--- src/fce_defines.svh ---
`ifndef FCE_DEFINES_SVH
`define FCE_DEFINES_SVH

// ****************************************************************
// register map
// ****************************************************************
`define FCE_ADDR_FLAGS    32'h0000_00FC
`define FCE_RESET_FLAGS   8'h00
`define FCE_ADDR_IDX_MSB  31
`define FCE_ADDR_IDX_LSB  2

// ****************************************************************
// flag register field positions
// ****************************************************************
`define FCE_BIT_CARRY     7
`define FCE_BIT_ZERO      6
`define FCE_BIT_SIGN      5
`define FCE_BIT_OVFL      4
`define FCE_BIT_DECADJ    3
`define FCE_BIT_HALF      2
`define FCE_BIT_USER2     1
`define FCE_BIT_USER1     0

// ****************************************************************
// bus encodings
// ****************************************************************
`define FCE_HTRANS_NONSEQ 2'h2
`define FCE_HRESP_OKAY    1'h0
`define FCE_RDATA_ZERO    32'h0000_0000

`endif

--- src/fce_pkg.sv ---
package fce_pkg;

    // ****************************************************************
    // flag register layout, bit 7 down to bit 0
    // ****************************************************************
    typedef struct packed {
        logic carry;
        logic zero;
        logic sign;
        logic ovfl;
        logic decadj;
        logic half;
        logic user2;
        logic user1;
    } fce_flags_t;

    // ****************************************************************
    // condition field encodings
    // ****************************************************************
    typedef enum logic [3:0] {
        CC_NEVER                = 4'b0000,
        CC_SIGNED_BELOW         = 4'b0001,
        CC_SIGNED_AT_OR_BELOW   = 4'b0010,
        CC_UNSIGNED_AT_OR_BELOW = 4'b0011,
        CC_OVERFLOW_SET_TEST    = 4'b0100,
        CC_NEGATIVE_TEST        = 4'b0101,
        CC_EQUAL_TEST           = 4'b0110,
        CC_UNSIGNED_BELOW       = 4'b0111,
        CC_ALWAYS               = 4'b1000,
        CC_SIGNED_AT_OR_ABOVE   = 4'b1001,
        CC_SIGNED_ABOVE         = 4'b1010,
        CC_UNSIGNED_ABOVE       = 4'b1011,
        CC_OVERFLOW_CLEAR_TEST  = 4'b1100,
        CC_POSITIVE_TEST        = 4'b1101,
        CC_UNEQUAL_TEST         = 4'b1110,
        CC_UNSIGNED_AT_OR_ABOVE = 4'b1111
    } fce_cond_t;

    // ****************************************************************
    // flag update from the arithmetic unit
    // ****************************************************************
    typedef struct packed {
        logic       we;
        fce_flags_t mask;
        fce_flags_t data;
    } fce_upd_t;

endpackage

--- src/fce_flag_condition_evaluator.sv ---
// The AHB-Lite register port was left to the implementer.
`include "fce_defines.svh"

module fce_flag_condition_evaluator
(
    input  wire logic                CORE_CLK_IN,
    input  wire logic                RST_IN,
    // ahb-lite slave
    input  wire logic                HSEL_IN,
    input  wire logic [31:0]         HADDR_IN,
    input  wire logic [1:0]          HTRANS_IN,
    input  wire logic                HWRITE_IN,
    input  wire logic [2:0]          HSIZE_IN,
    input  wire logic [31:0]         HWDATA_IN,
    input  wire logic                HREADY_IN,
    output logic                     HREADYOUT_OUT,
    output logic [31:0]              HRDATA_OUT,
    output logic                     HRESP_OUT,
    // arithmetic unit flag update
    input  wire fce_pkg::fce_upd_t   FLAG_UPD_IN,
    // sequencer condition request
    input  wire logic                COND_VALID_IN,
    input  wire fce_pkg::fce_cond_t  COND_CODE_IN,
    output logic                     TAKEN_VALID_OUT,
    output logic                     TAKEN_OUT,
    output fce_pkg::fce_flags_t      FLAGS_OUT
);

    // ****************************************************************
    // condition decode for the answer path
    // ****************************************************************
    // the checks restate each rule from the flags on their own, so a
    // slip in this table cannot hide behind a shared function
    function automatic logic cond_eval(input fce_pkg::fce_cond_t cc,
                                       input fce_pkg::fce_flags_t f);
        logic sxv;
        sxv = f.sign ^ f.ovfl;
        unique case (cc)
            fce_pkg::CC_ALWAYS:               cond_eval = 1'b1;
            fce_pkg::CC_NEVER:                cond_eval = 1'b0;
            fce_pkg::CC_UNSIGNED_BELOW:       cond_eval = f.carry;
            fce_pkg::CC_UNSIGNED_AT_OR_ABOVE: cond_eval = ~f.carry;
            fce_pkg::CC_SIGNED_AT_OR_ABOVE:   cond_eval = ~sxv;
            fce_pkg::CC_SIGNED_BELOW:         cond_eval = sxv;
            fce_pkg::CC_SIGNED_ABOVE:         cond_eval = ~(f.zero | sxv);
            fce_pkg::CC_SIGNED_AT_OR_BELOW:   cond_eval = f.zero | sxv;
            fce_pkg::CC_UNSIGNED_AT_OR_BELOW: cond_eval = f.carry | f.zero;
            fce_pkg::CC_UNSIGNED_ABOVE:       cond_eval = ~f.carry & ~f.zero;
            fce_pkg::CC_EQUAL_TEST:           cond_eval = f.zero;
            fce_pkg::CC_UNEQUAL_TEST:         cond_eval = ~f.zero;
            fce_pkg::CC_NEGATIVE_TEST:        cond_eval = f.sign;
            fce_pkg::CC_POSITIVE_TEST:        cond_eval = ~f.sign;
            fce_pkg::CC_OVERFLOW_SET_TEST:    cond_eval = f.ovfl;
            fce_pkg::CC_OVERFLOW_CLEAR_TEST:  cond_eval = ~f.ovfl;
        endcase
    endfunction

    // ****************************************************************
    // state
    // ****************************************************************
    fce_pkg::fce_flags_t arith_flag_register_q;
    fce_pkg::fce_flags_t arith_flag_register_d;
    // write data trails its address by a cycle, hence the pending bit
    logic                wr_pend_q;
    logic                wr_pend_d;
    logic [31:0]         rdata_q;
    logic [31:0]         rdata_d;
    logic                hready_q;
    logic                hready_d;
    logic                resp_q;
    logic                resp_d;
    logic                taken_q;
    logic                taken_d;
    logic                tvalid_q;
    logic                tvalid_d;
    logic                addr_phase;
    logic                hit_flags;

    // ****************************************************************
    // bus address phase decode
    // ****************************************************************
    // only the word index is compared, so any byte lane or size hits
    always_comb
    begin
        addr_phase = HSEL_IN & HREADY_IN & HTRANS_IN[1];
        hit_flags  = (HADDR_IN[`FCE_ADDR_IDX_MSB:`FCE_ADDR_IDX_LSB] ==
                      30'(`FCE_ADDR_FLAGS >> `FCE_ADDR_IDX_LSB));
    end

    // read data sampled in the address phase; unmapped words read zero
    always_comb
    begin
        rdata_d   = `FCE_RDATA_ZERO;
        wr_pend_d = addr_phase & HWRITE_IN & hit_flags;
        hready_d  = 1'b1;                // zero wait states
        resp_d    = `FCE_HRESP_OKAY;     // nothing is ever refused
        if (addr_phase && !HWRITE_IN && hit_flags)
        begin
            rdata_d = {24'h00_0000, arith_flag_register_q};
        end
    end

    // ****************************************************************
    // flag register update
    // ****************************************************************
    // arithmetic unit bits win over a bus write in the same cycle,
    // since the instruction result is the newer value;
    // hsize is ignored: any write to the word loads bits 7:0
    always_comb
    begin
        arith_flag_register_d = arith_flag_register_q;
        if (wr_pend_q)
        begin
            arith_flag_register_d = HWDATA_IN[7:0];
        end
        if (FLAG_UPD_IN.we)
        begin
            arith_flag_register_d = (arith_flag_register_d & ~FLAG_UPD_IN.mask) |
                                    (FLAG_UPD_IN.data & FLAG_UPD_IN.mask);
        end
    end

    // ****************************************************************
    // condition evaluation, answered one edge after the request
    // ****************************************************************
    // flags as they stand before the edge: an update in the same cycle
    // is seen by the next request, not this one
    always_comb
    begin
        tvalid_d = COND_VALID_IN;
        taken_d  = COND_VALID_IN & cond_eval(COND_CODE_IN, arith_flag_register_q);
    end

    // ****************************************************************
    // registers
    // ****************************************************************
    // bus side state; ready and response reset to their idle levels so
    // a master that starts right after reset sees a normal bus
    always_ff @(posedge CORE_CLK_IN)
    begin
        if (RST_IN)
        begin
            wr_pend_q <= 1'b0;
            rdata_q   <= `FCE_RDATA_ZERO;
            hready_q  <= 1'b1;
            resp_q    <= `FCE_HRESP_OKAY;
        end
        else
        begin
            wr_pend_q <= wr_pend_d;
            rdata_q   <= rdata_d;
            hready_q  <= hready_d;
            resp_q    <= resp_d;
        end
    end

    // flag register
    always_ff @(posedge CORE_CLK_IN)
    begin
        if (RST_IN)
        begin
            arith_flag_register_q <= `FCE_RESET_FLAGS;
        end
        else
        begin
            arith_flag_register_q <= arith_flag_register_d;
        end
    end

    // condition answer; cleared in reset so no stale answer leaks out
    always_ff @(posedge CORE_CLK_IN)
    begin
        if (RST_IN)
        begin
            taken_q  <= 1'b0;
            tvalid_q <= 1'b0;
        end
        else
        begin
            taken_q  <= taken_d;
            tvalid_q <= tvalid_d;
        end
    end

    // ****************************************************************
    // outputs, all from flip-flops
    // ****************************************************************
    // response is registered too, so every output is a flip-flop
    always_comb
    begin
        HREADYOUT_OUT   = hready_q;
        HRDATA_OUT      = rdata_q;
        HRESP_OUT       = resp_q;
        TAKEN_VALID_OUT = tvalid_q;
        TAKEN_OUT       = taken_q;
        FLAGS_OUT       = arith_flag_register_q;
    end

    // ****************************************************************
    // checks
    // ****************************************************************
    // each condition check restates its rule from the flags one edge back
    a_always_never: assert property (@(posedge CORE_CLK_IN) disable iff (RST_IN)
        COND_VALID_IN && (COND_CODE_IN == fce_pkg::CC_ALWAYS ||
                          COND_CODE_IN == fce_pkg::CC_NEVER)
        |=> TAKEN_VALID_OUT && (TAKEN_OUT == ($past(COND_CODE_IN) == fce_pkg::CC_ALWAYS)))
        else $error("always/never pattern gave wrong answer");

    a_carry_tests: assert property (@(posedge CORE_CLK_IN) disable iff (RST_IN)
        COND_VALID_IN && COND_CODE_IN[2:0] == 3'b111
        |=> TAKEN_OUT == ($past(FLAGS_OUT.carry) ^ $past(COND_CODE_IN[3])))
        else $error("carry test disagrees with carry flag");

    a_signed_cmp: assert property (@(posedge CORE_CLK_IN) disable iff (RST_IN)
        COND_VALID_IN && COND_CODE_IN[2:1] == 2'b00 && COND_CODE_IN[0]
        |=> TAKEN_OUT == ($past(FLAGS_OUT.sign) ^ $past(FLAGS_OUT.ovfl)
                          ^ $past(COND_CODE_IN[3])))
        else $error("signed below/at-or-above test wrong");

    a_signed_gtle: assert property (@(posedge CORE_CLK_IN) disable iff (RST_IN)
        COND_VALID_IN && COND_CODE_IN[2:0] == 3'b010
        |=> TAKEN_OUT == (($past(FLAGS_OUT.zero) | ($past(FLAGS_OUT.sign)
                          ^ $past(FLAGS_OUT.ovfl))) ^ $past(COND_CODE_IN[3])))
        else $error("signed above/at-or-below test wrong");

    a_unsigned_cz: assert property (@(posedge CORE_CLK_IN) disable iff (RST_IN)
        COND_VALID_IN && COND_CODE_IN[2:0] == 3'b011
        |=> TAKEN_OUT == (($past(FLAGS_OUT.carry) | $past(FLAGS_OUT.zero))
                          ^ $past(COND_CODE_IN[3])))
        else $error("unsigned above/at-or-below test wrong");

    a_single_flag: assert property (@(posedge CORE_CLK_IN) disable iff (RST_IN)
        COND_VALID_IN && COND_CODE_IN == fce_pkg::CC_NEGATIVE_TEST
        |=> TAKEN_OUT == $past(FLAGS_OUT.sign))
        else $error("negative test disagrees with sign flag");

    a_zero_tests: assert property (@(posedge CORE_CLK_IN) disable iff (RST_IN)
        COND_VALID_IN && COND_CODE_IN[2:0] == 3'b110
        |=> TAKEN_OUT == ($past(FLAGS_OUT.zero) ^ $past(COND_CODE_IN[3])))
        else $error("zero or nonzero test disagrees with zero flag");

    a_ovfl_tests: assert property (@(posedge CORE_CLK_IN) disable iff (RST_IN)
        COND_VALID_IN && COND_CODE_IN[2:0] == 3'b100
        |=> TAKEN_OUT == ($past(FLAGS_OUT.ovfl) ^ $past(COND_CODE_IN[3])))
        else $error("overflow test disagrees with overflow flag");

    a_positive_test: assert property (@(posedge CORE_CLK_IN) disable iff (RST_IN)
        COND_VALID_IN && COND_CODE_IN == fce_pkg::CC_POSITIVE_TEST
        |=> TAKEN_OUT == !$past(FLAGS_OUT.sign))
        else $error("positive test disagrees with sign flag");

    a_flag_write: assert property (@(posedge CORE_CLK_IN) disable iff (RST_IN)
        addr_phase && HWRITE_IN && hit_flags ##1 !FLAG_UPD_IN.we
        |=> FLAGS_OUT == $past(HWDATA_IN[7:0]))
        else $error("bus write did not reach flag register");

    a_flag_read: assert property (@(posedge CORE_CLK_IN) disable iff (RST_IN)
        addr_phase && !HWRITE_IN && hit_flags
        |=> HRDATA_OUT == {24'h00_0000, $past(FLAGS_OUT)})
        else $error("flag register read returned wrong data");

    a_no_request: assert property (@(posedge CORE_CLK_IN) disable iff (RST_IN)
        !COND_VALID_IN |=> !TAKEN_VALID_OUT && !TAKEN_OUT)
        else $error("answer without a request");

    a_answer_follows: assert property (@(posedge CORE_CLK_IN) disable iff (RST_IN)
        COND_VALID_IN |=> TAKEN_VALID_OUT)
        else $error("request got no answer on the next edge");

    // ****************************************************************
    // read data zero, flag register hold and merge checks
    // ****************************************************************
    a_rdata_zero: assert property (@(posedge CORE_CLK_IN) disable iff (RST_IN)
        !(addr_phase && !HWRITE_IN && hit_flags)
        |=> HRDATA_OUT == `FCE_RDATA_ZERO)
        else $error("read data not zero outside a flag register read");

    a_flag_hold: assert property (@(posedge CORE_CLK_IN) disable iff (RST_IN)
        !wr_pend_q && !FLAG_UPD_IN.we
        |=> FLAGS_OUT == $past(FLAGS_OUT))
        else $error("flag register changed with no write or update");

    a_write_ignored: assert property (@(posedge CORE_CLK_IN) disable iff (RST_IN)
        addr_phase && HWRITE_IN && !hit_flags ##1 !FLAG_UPD_IN.we
        |=> FLAGS_OUT == $past(FLAGS_OUT))
        else $error("write to another word changed the flag register");

    a_masked_update: assert property (@(posedge CORE_CLK_IN) disable iff (RST_IN)
        FLAG_UPD_IN.we && !wr_pend_q
        |=> FLAGS_OUT == (($past(FLAGS_OUT) & ~$past(FLAG_UPD_IN.mask)) |
                          ($past(FLAG_UPD_IN.data) & $past(FLAG_UPD_IN.mask))))
        else $error("masked flag update applied wrongly");

    a_update_wins: assert property (@(posedge CORE_CLK_IN) disable iff (RST_IN)
        FLAG_UPD_IN.we && wr_pend_q
        |=> FLAGS_OUT == (($past(HWDATA_IN[7:0]) & ~$past(FLAG_UPD_IN.mask)) |
                          ($past(FLAG_UPD_IN.data) & $past(FLAG_UPD_IN.mask))))
        else $error("update and bus write in one cycle merged wrongly");

endmodule

--- config.mk ---
export PLATFORM = sky130hd
export DESIGN_NAME = fce_flag_condition_evaluator
export DESIGN_NICKNAME = d
export VERILOG_FILES = /design/src/fce_pkg.sv /design/src/fce_flag_condition_evaluator.sv
export VERILOG_INCLUDE_DIRS = /design/src
export SDC_FILE = /design/constraint.sdc
export NUM_CORES = 1
export LEC_CHECK = 0
export ABC_AREA = 1
export BUFFER_PORTS_ARGS = -buffer_cell sky130_fd_sc_hd__clkbuf_2
export CELL_PAD_IN_SITES_DETAIL_PLACEMENT = 1
export CELL_PAD_IN_SITES_GLOBAL_PLACEMENT = 2
export CORE_MARGIN = 1.5
export CORE_UTILIZATION = 12
export CTS_CLUSTER_SIZE = 28
export DETAILED_ROUTE_END_ITERATION = 6
export PLACE_DENSITY_LB_ADDON = 0.1
export SLEW_MARGIN = 30
export SYNTH_ARGS = -nofsm -noshare
export SYNTH_HDL_FRONTEND = slang
export SYNTH_SLANG_ARGS = --single-unit
--- constraint.sdc ---
create_clock -name CORE_CLK_IN -period 0.92 [get_ports CORE_CLK_IN]
set_input_delay 0.046 -clock CORE_CLK_IN [delete_from_list [all_inputs] [get_ports CORE_CLK_IN]]
set_output_delay 0.046 -clock CORE_CLK_IN [all_outputs]
set_load 0.005 [all_outputs]
==> metrics.txt, run 1 <==
Max Slew Vio Count=0; routability cong.=0.691; die footprint=10,500 um2; CTS Buf Count=3; CP startpoint kind=flop; DR vias=1,424; Final Worst Setup Slack=-128 ps; antenna diode count=0; CTS clk-pin slew, worst paths=80 ps; WL final=4.60 mm; router iterations before antenna repair=2; multi-input logic area=708 um2; crit end category=flop; Finished Layout Cells=424; Detail Placement HPWL=3.86 mm; CP max FO=5; synth warn=0; Placed Instances=413; Tot GR Track Use=0.0850; first-pass GRT wire length=6.86 mm; share of layout cells above drive strength 1=0.450; die extent in y=102 um; Sequential cell area=397 um2; largest net degree at the start of global routing=12; Fill cells=1,242; #FFs+latches synth=19; CTS tree=done; commonest non-fill, non-tap cell in the layout=clkbuf_2; core box area=9680 um2; Avg Cell Area, Syn=6.26 um2; pwr dens=990 nW/um2; clock tree sinks=19; Final Setup Violations=5; Pleak=1.05 nW; Die W=102 um; drt wl/cell=10.9 um; WP data arrival=1210 ps; top post-synthesis cells by area=dfxtp_1 32%, buf_4 17%, nand2_1 15%, nor2_1 13%, a21oi_1 6.3%; synth unique cells=18; I/O pins=140; Area Overhead vs Synth=70.1%; most frequent cells in the layout=81 x clkbuf_2, 44 x nand2_1, 32 x nor2_1, 26 x conb_1, 14 x dfxtp_1; Final Hold Viols=0; CTS max path bufs=2; vias per std cell=3.36; status=finished with violations; synthesized area=1180 um2; hold depth=3; Post-Syn Instances=189; min Tclk post-route=1050 ps; RSZ-0062 raised after global routing=true; failing checks=setup timing; worst vdd ir=0.399 mV; Worst Skew=3.80 ps; cell row count=36; sequential share of the synthesized area=0.322; Tcrit/Tclk final=1.14; reg2reg path depth=8; post-route ant nets=0; # DRC=0; gr ovfl total=0; effective utilization at floorplan=0.122; initial antenna violation count=0; Hold WC Path Type=input port to flop; worst-skew pair later-pin latency=260 ps; dpl ws=-143 ps; DR iter-0 viols=16; Max Freq=954 MHz; number of global-route vias before repair=1,473; CTS H-Tree Depth=1; share of the synthesized area in the top cell type=0.322; port bufs=83; fin nets=388; worst setup path class=flop to flop; Max-Cap Viols=0; Worst EP required=1080 ps; Clock Tree Root=clkbuf_8; post-synth top area cell=dfxtp_1
metrics by stage:
stage	setup TNS (ps)	area, um2	util	total power [mW]	hold slack, ps
2_1_floorplan	-31.3	1290	-	1.16	128
3_3_place_gp	-1440	1760	0.182	1.35	281
3_5_place_dp	-1600	1760	0.182	1.35	288
4_1_cts	-401	1850	0.191	1.98	20.3
5_1_grt	-737	2010	0.208	2.14	35.6
6_report	-383	2010	0.208	1.99	25.3
worst max-delay path, stage by stage (launching register included):
cell and delay (ps):
dfxtp_4 380, inv_4 80, nand2_1 50, nand3b_1 90
nand2_1 70, nor2_2 110, nand3_1 80, nand2_1 60
inv_1 30
report_power, final:
part / switching, mW / internal [mW] / total [mW]
Combinational: 0.251 / 0.272 / 0.523
Clock: 0.290 / 0.301 / 0.592
Sequential: 0.0286 / 0.846 / 0.875
Total: 0.570 / 1.42 / 1.99
path summary, 6_finish.rpt:
| kind | slack (ps) | startpoint | end |
|---|---|---|---|
| max | -130 | FLAGS_OUT[5]$_SDFF_PP0_ | TAKEN_OUT$_SDFF_PP0_ |
| min | 30 | FLAG_UPD_IN[13] | FLAGS_OUT[5]$_SDFF_PP0_ |
| max reg2reg | -130 | FLAGS_OUT[5]$_SDFF_PP0_ | TAKEN_OUT$_SDFF_PP0_ |
| min reg2reg | 470 | FLAGS_OUT[3]$_SDFF_PP0_ | HRDATA_OUT[3]$_SDFF_PP0_ |
synth_stat cells (all sizes together):
cell / instances
o21ai: 8
nand3: 7
dfxtp: 19
nor3b: 1
a21oi: 15
nor2: 40
nand3b: 1
nand4: 4
a31oi: 1
nand2: 46
or2: 1
buf: 27
inv: 16
clkbuf: 1
conb: 2
cell families (layout without fill, tap and decap cells):
group / Yosys count / after routing / synth area share
buffers and inverters: 44 / 122 / 0.223
flip-flops: 19 / 19 / 0.322
AO/OA/AOI/OAI: 24 / 24 / 0.103
AND/OR/NAND/NOR: 100 / 100 / 0.346
other: 2 / 26 / 0.00635
flip-flops by register name (all words and copies together), names as in the netlist:
signal	flops
HRDATA_OUT	8
TAKEN_OUT	1
FLAGS_OUT	8
wr_pend_q	1
TAKEN_VALID_OUT	1
per-layer routing:
metal,share of wire,track usage
met1,0.40,0.0951
met2,0.50,0.151
met3,0.092,0.0287
met4,0.0087,0.0285
met5,0,0
cell type report:
cell class | instances | area share
timing repair buffer | 102 | 0.311
sequential | 19 | 0.197
clock buffer | 3 | 0.0205
inverter | 16 | 0.0336
tap | 133 | 0.0828
clock inverter | 1 | 0.00249
multi-input combinational | 150 | 0.352
what timing repair did:
item / CTS / global route
setup buffers: 3 / 4
gates cloned: 0 / 1
setup endpoints to repair: 6 / 10
gates resized for setup: 3 / 34
pin swaps: 4 / 13
hold buffers: 1 / 0
endpoints found under the hold margin: 1 / 0
No activity file was read; power rests on OpenSTA's default activity.
==> run 2: changes to the inputs <==
- CORE_MARGIN: 1.5 -> unset
==> run 2 against run 1 <==
The run still ends with setup timing left. Clock power rose by 2%. Clock skew fell by 2.5 ps. Sequential share of layout area rose by 0.49 points. Critical endpoint unchanged. Final cell count fell by 0.47%. Non-clock buffer count rose by 2. Wire length fell by 5.1%. Critical path type unchanged. Largest power group unchanged.
==> metrics.txt, run 2 (same netlist as run 1, synthesis figures left out) <==
DR iter-0 viols=16 (unchanged); initial antenna violation count=0 (unchanged); Comb pwr share=0.261 (-0.002); vias per std cell=3.35 (-0.37%); Worst Hold Endpoint=FLAGS_OUT[3]$_SDFF_PP0_; Max Freq=936 MHz (-1.9%); Fill cells=1,221 (-1.7%); Max Slew Vio Count=0 (unchanged); crit end category=flop; Design Area, Final=1970 um2 (-1.8%); gr ovfl total=0 (unchanged); Final Worst Setup Slack=-148 ps (-20.3 ps); drt wl/cell=10.3 um (-4.7%); clock share of power=0.303 (+0.006); DR vias=1,412 (-0.84%); pwr dens=1010 nW/um2 (+2.2%); CTS Buf Count=3 (unchanged); Sequential cell area=399 um2 (+0.63%); core box area=9370 um2 (-3.2%); first-pass GRT wire length=7.13 mm (+3.9%); CTS clk-pin slew, worst paths=80 ps (about the same); worst setup path class=flop to flop; internal power=1.42 mW (+0.14%); effective utilization at floorplan=0.126 (+0.00408); hold slack=28.5 ps (+3.18 ps); commonest non-fill, non-tap cell in the layout=clkbuf_2; worst vdd ir=0.378 mV (-5.1%); Worst R2R Start=FLAGS_OUT[4]$_SDFF_PP0_; Final Setup Violations=3 (-2); number of global-route vias before repair=1,514 (+2.8%); most frequent cells in the layout=81 x clkbuf_2, 44 x nand2_1, 36 x nor2_1, 26 x conb_1, 14 x dfxtp_1; status=finished with violations; Clock Tree Root=clkbuf_8; Tot GR Track Use=0.0889 (+0.00383); worst-skew pair later-pin latency=260 ps (about the same); WP data arrival=1230 ps (+20 ps); RSZ-0062 raised after global routing=true; Hold WC Path Type=input port to flop; reg2reg path depth=9 (+1); Util after Layout=0.211 (+0.00306); Sw Share=0.288 (+0.00181); largest net degree at the start of global routing=12 (unchanged); die extent in y=101 um (-0.98%); area of placed instances=1780 um2 (+0.99%); # DRC=0 (unchanged); router iterations before antenna repair=2 (unchanged); CP max FO=5 (unchanged); cell row count=35 (-2.8%); CTS tree=done; Die W=101 um (-0.98%); failing checks=setup timing; CP startpoint=FLAGS_OUT[4]$_SDFF_PP0_; NetSw=0.576 mW (+1.0%); CP startpoint kind=flop; WL final=4.37 mm (-5.1%); Max-Cap Viols=0 (unchanged); CTS H-Tree Depth=1 (unchanged); antenna diode count=0 (unchanged); Worst Skew=1.33 ps (-2.47 ps); Detail Placement HPWL=3.83 mm (-0.85%); Tcrit/Tclk final=1.16 (+0.0220); port bufs=83 (unchanged); share of layout cells above drive strength 1=0.437 (-0.0133); fin nets=390 (+0.52%); Worst EP required=1080 ps (about the same); min-delay src=HWDATA_IN[3]; Final Hold Viols=0 (unchanged); multi-input logic area=679 um2 (-4.1%); I/O pins=140 (unchanged); FF-to-FF End=TAKEN_OUT$_SDFF_PP0_; die footprint=10,300 um2 (-1.9%); clock tree sinks=19 (unchanged); Total Power=2.00 mW (+0.39%); share of power burned in registers=0.437 (-0.003); Area Overhead vs Synth=67.0%; routability cong.=0.718 (+4.0%); worst reg2reg setup slack=-150 ps (-20 ps); post-route ant nets=0 (unchanged); hold depth=3 (unchanged); dpl ws=-133 ps (+10.2 ps); CTS max path bufs=2 (unchanged); Pleak=1.05 nW (+0.25%); min Tclk post-route=1070 ps (+20.3 ps)
[run 2: worst max path at each step]
stage	to	slack [ps]	cells past startpoint
global placement	TAKEN_OUT$_SDFF_PP0_	-130	9
CTS	TAKEN_OUT$_SDFF_PP0_	-140	9
floorplan	TAKEN_OUT$_SDFF_PP0_	-30	9
detailed placement	HRDATA_OUT[1]$_SDFF_PP0_	-130	7
finish	TAKEN_OUT$_SDFF_PP0_	-150	9
global route	TAKEN_OUT$_SDFF_PP0_	-260	9
[run 2: power by group through the flow]
stage               combinational (mW)  sequential (mW)  clock, mW
CTS                              0.466            0.875      0.655
global route                     0.599            0.878      0.691
finish                           0.521            0.872      0.604
detailed placement               0.461            0.895          0
global placement                 0.465            0.893          0
floorplan                        0.271            0.893          0
[run 2: critical path, cell delays in order (launching register included)]
cell and delay (ps):
dfxtp_4 370, inv_4 70, buf_4 100, nand2_1 40
nand3_1 80, nand2_1 50, nor2_1 100, nand3_1 70
nand2_1 60, inv_1 30
[run 2: layout make-up]
type                    instances  share of cell area
multi-input cells             150               0.344
repair buffers                104               0.313
flip-flops and latches         19               0.202
well taps                     129              0.0817
inverters                      16              0.0355
clock buffers                   3              0.0209
clock inverters                 1             0.00253
[run 2: metal layers]
| metal | share of wire | global-route usage | wire length (um) |
|---|---|---|---|
| met4 | 0.0057 | 0.0234 | 25 |
| met1 | 0.42 | 0.105 | 1840 |
| met3 | 0.089 | 0.0338 | 388 |
| met5 | 0 | 0 | 0 |
| met2 | 0.48 | 0.151 | 2110 |
[run 2: repair_timing]
action                                  CTS  global route
gates cloned                              0             0
buffers inserted                          0             6
hold buffers                              1             0
endpoints found under the setup margin   10            10
resized for setup                         1            30
pin swaps                                 0             7
hold endpoints to repair                  1             0
[run 2: metrics by stage]
stage / std cells / TNS, ps
finish: 422 / -335
global route: 422 / -560
CTS: 417 / -151
detailed placement: 412 / -1420
global placement: 412 / -1210
floorplan: 213 / -31.3
